`config.mk`:
```
export PLATFORM = sky130hd
export DESIGN_NAME = kvm_channel_select_control
export DESIGN_NICKNAME = d
export VERILOG_FILES = /design/src/kvm_select_pkg.sv /design/src/kvm_channel_select_control.sv
export SDC_FILE = /design/constraint.sdc
export NUM_CORES = 1
export LEC_CHECK = 0
export ABC_AREA = 1
export BUFFER_PORTS_ARGS = -buffer_cell sky130_fd_sc_hd__buf_4
export CORE_MARGIN = 1
export CORE_UTILIZATION = 49
export DETAILED_ROUTE_END_ITERATION = 8
export GPL_TIMING_DRIVEN = 1
export HOLD_SLACK_MARGIN = 0.08
export PLACE_DENSITY = 0.76
export SLEW_MARGIN = 10
export SYNTH_ARGS = -nofsm -noshare
export SYNTH_HDL_FRONTEND = slang
export SYNTH_SLANG_ARGS = --single-unit
export TNS_END_PERCENT = 20
```
`constraint.sdc`:
```
create_clock -name CLK -period 4.27 [get_ports CLK]
set_input_delay 0.2135 -clock CLK [delete_from_list [all_inputs] [get_ports CLK]]
set_output_delay 0.2135 -clock CLK [all_outputs]
set_load 0.02 [all_outputs]
```
`src/kvm_select_pkg.sv`:
```
// shared constants and types for the channel select control
package kvm_select_pkg;
  // ---------------------------------------------------------------
  // sizes and reset values
  // ---------------------------------------------------------------
  localparam int NUM_HOSTS_DEF = 4;
  localparam int DATA_W = 8;
  localparam int CFG_W = 8;
  localparam logic [CFG_W-1:0] CFG_RST = 8'h00;
  localparam int SEL_RST = 0;

  // ---------------------------------------------------------------
  // timing
  // ---------------------------------------------------------------
  localparam int CLK_HZ = 25000000;
  localparam int AUTH_OFF_MS = 1000;
  // least time in whole cycles, at least one; CLK_HZ / 1000 truncates rather than rounding up
  localparam int AUTH_OFF_CYC = (AUTH_OFF_MS * (CLK_HZ / 1000) + 0) > 0 ?
                                AUTH_OFF_MS * (CLK_HZ / 1000) : 1;

  // ---------------------------------------------------------------
  // types
  // ---------------------------------------------------------------
  typedef enum logic {
    METHOD_BUTTON = 1'b0,
    METHOD_REMOTE = 1'b1
  } method_t;

  // gray coded along run -> purge -> auth off; auth off -> run flips both bits
  typedef enum logic [1:0] {
    ST_RUN = 2'b00,
    ST_PURGE = 2'b01,
    ST_AUTH_OFF = 2'b11
  } state_t;

  typedef struct packed {
    logic vld;
    logic [DATA_W-1:0] data;
  } periph_word_t;
endpackage : kvm_select_pkg

```
`src/kvm_channel_select_control.sv`:
```
// channel selection, purge and one-way routing of keyboard and pointer data
`timescale 1ns/10ps
module kvm_channel_select_control #(
  parameter int NUM_HOSTS = kvm_select_pkg::NUM_HOSTS_DEF,
  parameter int AUTH_OFF_CYCLES = kvm_select_pkg::AUTH_OFF_CYC
) (
  // clock and reset
  input wire logic CLK,
  input wire logic NRST,
  // local switching controls
  input wire kvm_select_pkg::method_t METHOD,
  input wire logic [NUM_HOSTS-1:0] BTN,
  input wire logic RMT_VLD,
  input wire logic [7:0] RMT_IDX,
  // administrator configuration
  input wire logic ADMIN_MODE,
  input wire logic CFG_WR,
  input wire logic [kvm_select_pkg::CFG_W-1:0] CFG_DATA,
  // shared peripherals
  input wire kvm_select_pkg::periph_word_t KB_IN,
  input wire kvm_select_pkg::periph_word_t MS_IN,
  // host side control attempts, discarded on purpose
  input wire logic HOST_CMD_VLD,
  // host interfaces
  output kvm_select_pkg::periph_word_t [NUM_HOSTS-1:0] HOST_KB,
  output kvm_select_pkg::periph_word_t [NUM_HOSTS-1:0] HOST_MS,
  // status
  output logic [NUM_HOSTS-1:0] SEL_LED,
  output logic AUTH_PWR_EN,
  output logic SWITCHING,
  output logic [kvm_select_pkg::CFG_W-1:0] AUTH_FILTER_CFG
);
  import kvm_select_pkg::*;
  localparam int SEL_W = (NUM_HOSTS > 1) ? $clog2(NUM_HOSTS) : 1;
  localparam int CNT_W = $clog2(AUTH_OFF_CYCLES + 1);
  localparam logic [CNT_W-1:0] CNT_LAST = CNT_W'(AUTH_OFF_CYCLES - 1);
  localparam logic [CNT_W-1:0] CNT_FULL = CNT_W'(AUTH_OFF_CYCLES);

  // ---------------------------------------------------------------
  // helpers
  // ---------------------------------------------------------------
  function automatic logic [NUM_HOSTS-1:0] idx2oh(input logic [SEL_W-1:0] i);
    logic [NUM_HOSTS-1:0] r;
    r = '0;
    r[i] = 1'b1;
    return r;
  endfunction : idx2oh
  function automatic logic is_oh(input logic [NUM_HOSTS-1:0] v);
    return (v != '0) && ((v & (v - 1'b1)) == '0);
  endfunction : is_oh
  function automatic logic [SEL_W-1:0] oh2idx(input logic [NUM_HOSTS-1:0] v);
    logic [SEL_W-1:0] r;
    r = '0;
    for (int k = 0; k < NUM_HOSTS; k++) begin
      if (v[k]) begin
        r = SEL_W'(k);
      end
    end
    return r;
  endfunction : oh2idx

  // ---------------------------------------------------------------
  // switch requests
  // ---------------------------------------------------------------
  logic [NUM_HOSTS-1:0] btn_prev_q, btn_prev_d;
  logic rmt_prev_q, rmt_prev_d;
  logic btn_req, rmt_req, req_ok, accept;
  logic [SEL_W-1:0] req_idx;
  state_t state_q, state_d;
  logic [SEL_W-1:0] sel_q, sel_d;
  // only a press from the all-released state counts, so a stuck button is one request
  always_comb begin
    btn_prev_d = BTN;
    rmt_prev_d = RMT_VLD;
    btn_req = (btn_prev_q == '0) && is_oh(BTN);
    rmt_req = RMT_VLD && !rmt_prev_q && (RMT_IDX < 8'(NUM_HOSTS));
    // the idle method is dropped outright; hosts have no request path at all
    if (METHOD == METHOD_BUTTON) begin
      req_ok = btn_req;
      req_idx = oh2idx(BTN);
    end else begin
      req_ok = rmt_req;
      req_idx = RMT_IDX[SEL_W-1:0];
    end
    accept = req_ok && (state_q == ST_RUN) && (req_idx != sel_q);
  end
  always_ff @(posedge CLK) begin
    if (!NRST) begin
      btn_prev_q <= '1;
      rmt_prev_q <= 1'b1;
    end else begin
      btn_prev_q <= btn_prev_d;
      rmt_prev_q <= rmt_prev_d;
    end
  end

  // ---------------------------------------------------------------
  // selection, switch sequence and auth device power
  // ---------------------------------------------------------------
  logic [CNT_W-1:0] cnt_q, cnt_d;
  logic pwr_q, pwr_d;
  logic [NUM_HOSTS-1:0] led_q, led_d;
  logic switching_q, switching_d;
  // a single selection feeds keyboard, pointer and indicator alike
  always_comb begin
    state_d = state_q;
    sel_d = sel_q;
    cnt_d = cnt_q;
    pwr_d = pwr_q;
    case (state_q)
      ST_RUN: begin
        if (accept) begin
          sel_d = req_idx;
          pwr_d = 1'b0;
          state_d = ST_PURGE;
        end
      end
      ST_PURGE: begin
        cnt_d = '0;
        state_d = ST_AUTH_OFF;
      end
      ST_AUTH_OFF: begin
        // off for the purge cycle plus the full count, never short
        if (cnt_q == CNT_LAST) begin
          pwr_d = 1'b1;
          state_d = ST_RUN;
        end else begin
          cnt_d = cnt_q + 1'b1;
        end
      end
      default: begin
        state_d = ST_RUN;
      end
    endcase
    led_d = idx2oh(sel_d);
    switching_d = (state_d != ST_RUN); // registered so the pin shows no decode glitch
  end
  always_ff @(posedge CLK) begin
    if (!NRST) begin
      state_q <= ST_RUN;
      sel_q <= SEL_W'(SEL_RST);
      cnt_q <= '0;
      pwr_q <= 1'b1;
      led_q <= idx2oh(SEL_W'(SEL_RST));
      switching_q <= 1'b0;
    end else begin
      state_q <= state_d;
      sel_q <= sel_d;
      cnt_q <= cnt_d;
      pwr_q <= pwr_d;
      led_q <= led_d;
      switching_q <= switching_d;
    end
  end
  assign SEL_LED = led_q;
  assign AUTH_PWR_EN = pwr_q;
  assign SWITCHING = switching_q;

  // ---------------------------------------------------------------
  // one-way routing to the selected host
  // ---------------------------------------------------------------
  periph_word_t [NUM_HOSTS-1:0] kb_q, kb_d, ms_q, ms_d;
  logic fwd;
  // every host word is zero unless selected; plain flops, so nothing survives power loss
  always_comb begin
    fwd = (state_q == ST_RUN) && !accept;
    for (int h = 0; h < NUM_HOSTS; h++) begin
      kb_d[h] = '0;
      ms_d[h] = '0;
      if (fwd && (SEL_W'(h) == sel_q)) begin
        kb_d[h] = KB_IN;
        ms_d[h] = MS_IN;
      end
    end
  end
  always_ff @(posedge CLK) begin
    if (!NRST) begin
      kb_q <= '0;
      ms_q <= '0;
    end else begin
      kb_q <= kb_d;
      ms_q <= ms_d;
    end
  end
  assign HOST_KB = kb_q;
  assign HOST_MS = ms_q;

  // ---------------------------------------------------------------
  // auth device filter configuration
  // ---------------------------------------------------------------
  logic [CFG_W-1:0] cfg_q, cfg_d;
  // user-mode writes are dropped silently
  always_comb begin
    cfg_d = cfg_q;
    if (CFG_WR && ADMIN_MODE) begin
      cfg_d = CFG_DATA;
    end
  end
  always_ff @(posedge CLK) begin
    if (!NRST) begin
      cfg_q <= CFG_RST;
    end else begin
      cfg_q <= cfg_d;
    end
  end
  assign AUTH_FILTER_CFG = cfg_q;

  // ---------------------------------------------------------------
  // checks
  // ---------------------------------------------------------------
  logic [NUM_HOSTS-1:0] kb_vld_v, ms_vld_v;
  logic [CNT_W-1:0] off_len_q, off_len_d;
  // off-time meter seen only by the checks
  always_comb begin
    for (int h = 0; h < NUM_HOSTS; h++) begin
      kb_vld_v[h] = kb_q[h].vld;
      ms_vld_v[h] = ms_q[h].vld;
    end
    off_len_d = '0;
    if (!pwr_q) begin
      off_len_d = (off_len_q == CNT_FULL) ? off_len_q : off_len_q + 1'b1;
    end
  end
  always_ff @(posedge CLK) begin
    if (!NRST) begin
      off_len_q <= '0;
    end else begin
      off_len_q <= off_len_d;
    end
  end
endmodule : kvm_channel_select_control

```
=== After elaboration in Yosys (flattened, before gate mapping) ===
Cells that the tools add are included.

* Register bits after elaboration: 120
* Bits of input ports: 45
* Word-level logic and storage cells: 87

* Add/sub/neg operators: 2
* Magnitude comparators: 3
* Equality and inequality tests: 10
* Multiplexer cells: 17
* Bitwise gates (word level): 1
* Reductions and logical operators: 29

{| class="wikitable"
|+ Operator list
! kind !! number
|-
| $pmux 25 s2 || 1
|-
| $add 25x1->25 const B || 1
|-
| $eq 25x25->1 const B || 1
|-
| $mux 25 || 1
|-
| $mux 2 || 7
|-
| $logic_and 1x1->1 || 13
|-
| $reduce_and 2->1 || 5
|-
| $logic_not 4->1 || 2
|-
| $lt 8x3->1 const B || 1
|-
| $ne 2x2->1 const B || 3
|-
| $pmux 2 s3 || 1
|-
| $reduce_bool 2->1 || 3
|-
| $mux 1 || 5
|-
| $and 4x4->4 || 1
|-
| $eq 2x2->1 const A || 2
|-
| $logic_not 2->1 || 2
|-
| $reduce_bool 4->1 || 1
|-
| $sub 4x1->4 const B || 1
|-
| $lt 2x3->1 const B || 1
|-
| $reduce_and 3->1 || 1
|-
| $demux 1 s2 || 1
|-
| $eq 1x2->1 const A || 1
|-
| $eq 2x1->1 const B || 1
|-
| $eq 2x2->1 const B || 1
|-
| other kinds (4) || 5
|}

=== Depth between registers and ports, before layout ===
* Depth in word-level cells: 14
* Depth in mapped cells: 12

=== Worst setup path before layout ===
Ideal clock, no wire load.

* Path kind: register to register
* From: register cnt_q[0]
* To: register cnt_q[21]
* Arrival time: 1.494 ns
* Required time: 4.142 ns
* Setup slack: 2.649 ns
* Cell stages (with the launch flop): 11
* Buffers on the path: 1
* Path through: dfxtp_1 ha_1 nand2_1 nor2_1 nand2_1 nand2_1 nand2_1 clkbuf_1 nor2_1 nor2_1 nor2_1

* Longest elaborated chain between the ends: 3
* Elaborated cells between the ends (all ways): 6

{| class="wikitable"
|+ Ends and longest elaborated chain
! what !! line !! text
|-
| from (decl) || kvm_channel_select_control.sv:100 || <nowiki>logic [CNT_W-1:0] cnt_q, cnt_d;</nowiki>
|-
| from (signal assigned) || kvm_channel_select_control.sv:149 || <nowiki>cnt_q <= cnt_d;</nowiki>
|-
| $add 25x1->25 / $eq 25x25->1 (equally long branches) || kvm_channel_select_control.sv:128, kvm_channel_select_control.sv:124 ||
|-
| $mux 25 / $ne 2x2->1 (equally long branches) || -- ||
|-
| $pmux 25 s2 / $reduce_and 2->1 (equally long branches) || -- ||
|}

Several ways; a longest one is shown, not always the timed one. The select of a mux whose other input is x is not followed.
A chain may end at the register's enable or synchronous reset.

=== Final worst setup path ===
* From: register cnt_q[0]
* To: register cnt_q[19]

The elaborated chain is that of the path after synthesis.

==> reports/qor.yml <==
status: "complete, but fails checks"
violations: "design-rule violations"
path_clk_slew_ns: 0.06
arrival_ns: 2.63
tritoncts: "built"
fin_crit_sh_pct: 53.4
p_clk_share_pct: 51.5
synth_area_mm2: 0.00450
layout.nets: 818
drtIter0Drc: 236
cts_buffers: 17
combPwrFrac_pct: 8.0
antenna_cells: 0
layout-drive-gt1-share_pct: 23.4
route.detailed.drc: 18
start_kind: "flip-flop"
ys_warn_count: 0
cts_sinks: 120
synthDistinctLibCells: 28
end_kind: "flip-flop"
ys_ff_latch: 120
p_seq_share_pct: 40.6
timing.final.ws_setup_ns: 1.99
irDropWorstVdd_uv: 244
grt_pass1_vias: 4309
hpwl_mm: 7.60
start_util_pct: 51.2
powerDensity_mw_per_mm2: 439
synth_nets: 642
fin_area_mm2: 0.00655
drt-wirelength-per-cell_um: 14.0
areaGrowthSynthToFinish_pct: 45.3
r2r_start: "cnt_q[0]"
r2r_slack_ns: 1.99
place_area_mm2: 0.00553
intPower_mw: 2.18
clk_latency_ns: 0.50
ioPinCount: 131
skew_ns: 0.0128
layout_min_cycle_time_ns: 2.28
final_cell_mix: "nor2_1 (165), nand2_1 (129), buf_4 (129)"
core_mm2: 0.00881
first_pass_iters: 9
finalWirelength_mm: 12.5
post-cts-setup-buffers: 0
fp.dieArea_mm2: 0.00958
path_class: "reg -> reg"
layout_commonest_cell: "nor2_1"
pre_cts_slack_ns: 1.99
htreeDepth: 4
drv_slew: 0
holdCritPathClass: "in -> reg"
startpoint: "cnt_q[0]"
syn_inst: 596
cp_max_fo: 27
switching_share_pct: 24.2
avgSynthCellArea_um2: 7.56
grt_pass1_wl_mm: 20.5
avgViaCountPerCell: 4.99
power.total_mw: 2.87
die_w_um: 97.9
fin_setup_tns_ns: 0
cap_viol_max_count: 0
final_hold_viol_count: 0
port_buffers: 129
fmax_mhz: 439
rows: 34
rsz0062_at_grt: "no"
grt_max_degree: 32
tightest_slew_ns: 0.958
antenna_found_initial: 0
ctsRootBufferMaster: "clkbuf_8"
track_usage_pct: 26.8
ant_nets: 0
hold_start: "METHOD"
die_y_um: 97.9
leakage_nw: 3.00
setup_violations: 0
gp_congestion: 0.907
vias: 4460
maxSlewHeadroom_pct: 36.1
gr-total-overflow: 0
crit_required_ns: 4.62
p_switching_uw: 695
seq_area_frac_synth_pct: 53.3
cts_buffer_depth: 2
==> logic make-up after synthesis <==
| logic type | synth area share [%] |
|---|---|
| simple gates | 34.1 |
| flops | 53.3 |
| buf+inv | 6.31 |
| compound gates | 4.97 |
| xor+xnor | 0.972 |
| fa+ha+maj | 0.278 |
==> power groups by stage <==
stage               sequential [mW]  combinational [mW]  clock [mW]
floorplan                      1.23              0.0668           0
global placement               1.19               0.189           0
detailed placement             1.19               0.193           0
CTS                            1.17               0.225        1.48
global route                   1.17               0.246        1.54
finish                         1.17               0.229        1.48
==> worst paths after layout <==
kind                            cells past startpoint                  to
worst max register to register                      8           cnt_q[19]
worst max-delay path                                8           cnt_q[19]
worst min register to register                      2  AUTH_FILTER_CFG[0]
worst min-delay path                                5            sel_q[0]
==> stage by stage <==
| stage | util [%] | instances | hold slack, ns |
|---|---|---|---|
| 2_1_floorplan | - | 596 | 0.310 |
| 3_3_place_gp | 62.8 | 821 | 0.401 |
| 3_5_place_dp | 62.8 | 821 | 0.406 |
| 4_1_cts | 74.3 | 893 | 0.167 |
| 5_1_grt | 74.3 | 893 | 0.229 |
| 6_report | 74.3 | 893 | 0.191 |
==> synthesized netlist by cell type <==
cell type,instances,area (um2)
o21bai_1,2,15.0
buf_2,2,10.0
xnor2_1,1,8.76
nand2_1,129,484
dfxtp_1,120,2400
inv_2,1,3.75
or2_4,1,8.76
or2_1,1,6.26
nand3b_1,1,7.51
nand4_1,7,43.8
o21ai_0,11,55.1
nand3_4,4,70.1
a21oi_1,23,115
nor2_2,8,50.1
buf_6,4,45.0
nor3_1,2,10.0
nor3b_1,1,7.51
a21oi_4,1,16.3
or2_2,6,37.5
xor2_1,4,35.0
inv_1,54,203
nand2_2,2,12.5
clkbuf_1,6,22.5
o211ai_1,1,7.51
ha_1,1,12.5
a21o_1,2,15.0
nor2_1,165,619
nand3_1,36,180
==> worst max-delay path: stages, from the launching register on <==
cell and delay, ns:
dfxtp_1 0.47, ha_1 0.31, nand2_1 0.16, nor2_1 0.17
nand3_1 0.09, nand2_1 0.64, nor2_1 0.12, nor2_1 0.12
nor2_1 0.04
==> final cells by class <==
type | instances | area, um2
flip-flops and latches | 120 | 2400
fillers | 623 | 2260
multi-input cells | 409 | 1820
repair buffers | 169 | 1370
clock buffers | 18 | 428
inverters | 55 | 206
clock inverters | 14 | 186
well taps | 108 | 135
==> registers in the layout, summed over array words and instances (netlist names) <==
| register | cells |
|---|---|
| HOST_MS | 36 |
| rmt_prev_q | 1 |
| state_q | 2 |
| sel_q | 2 |
| cnt_q | 25 |
| AUTH_FILTER_CFG | 8 |
| HOST_KB | 36 |
| AUTH_PWR_EN | 1 |
| btn_prev_q | 4 |
| SWITCHING | 1 |
| SEL_LED | 4 |
==> timing repair <==
item / CTS / global route
gates resized for setup: 0 / 0
endpoints found under the hold margin: 90 / 0
hold buffers: 40 / 0
endpoints found under the setup margin: 0 / 0
==> per-layer routing <==
layer	up-vias	part of all wire (%)	global-route usage (%)
met3	23	6.8	4.65
met1	2054	40	31.7
met5	-	0	0
li1	2204	-	-
met4	0	1.7	10.3
met2	179	51	48.1
No activity file was read; power rests on OpenSTA's default activity.
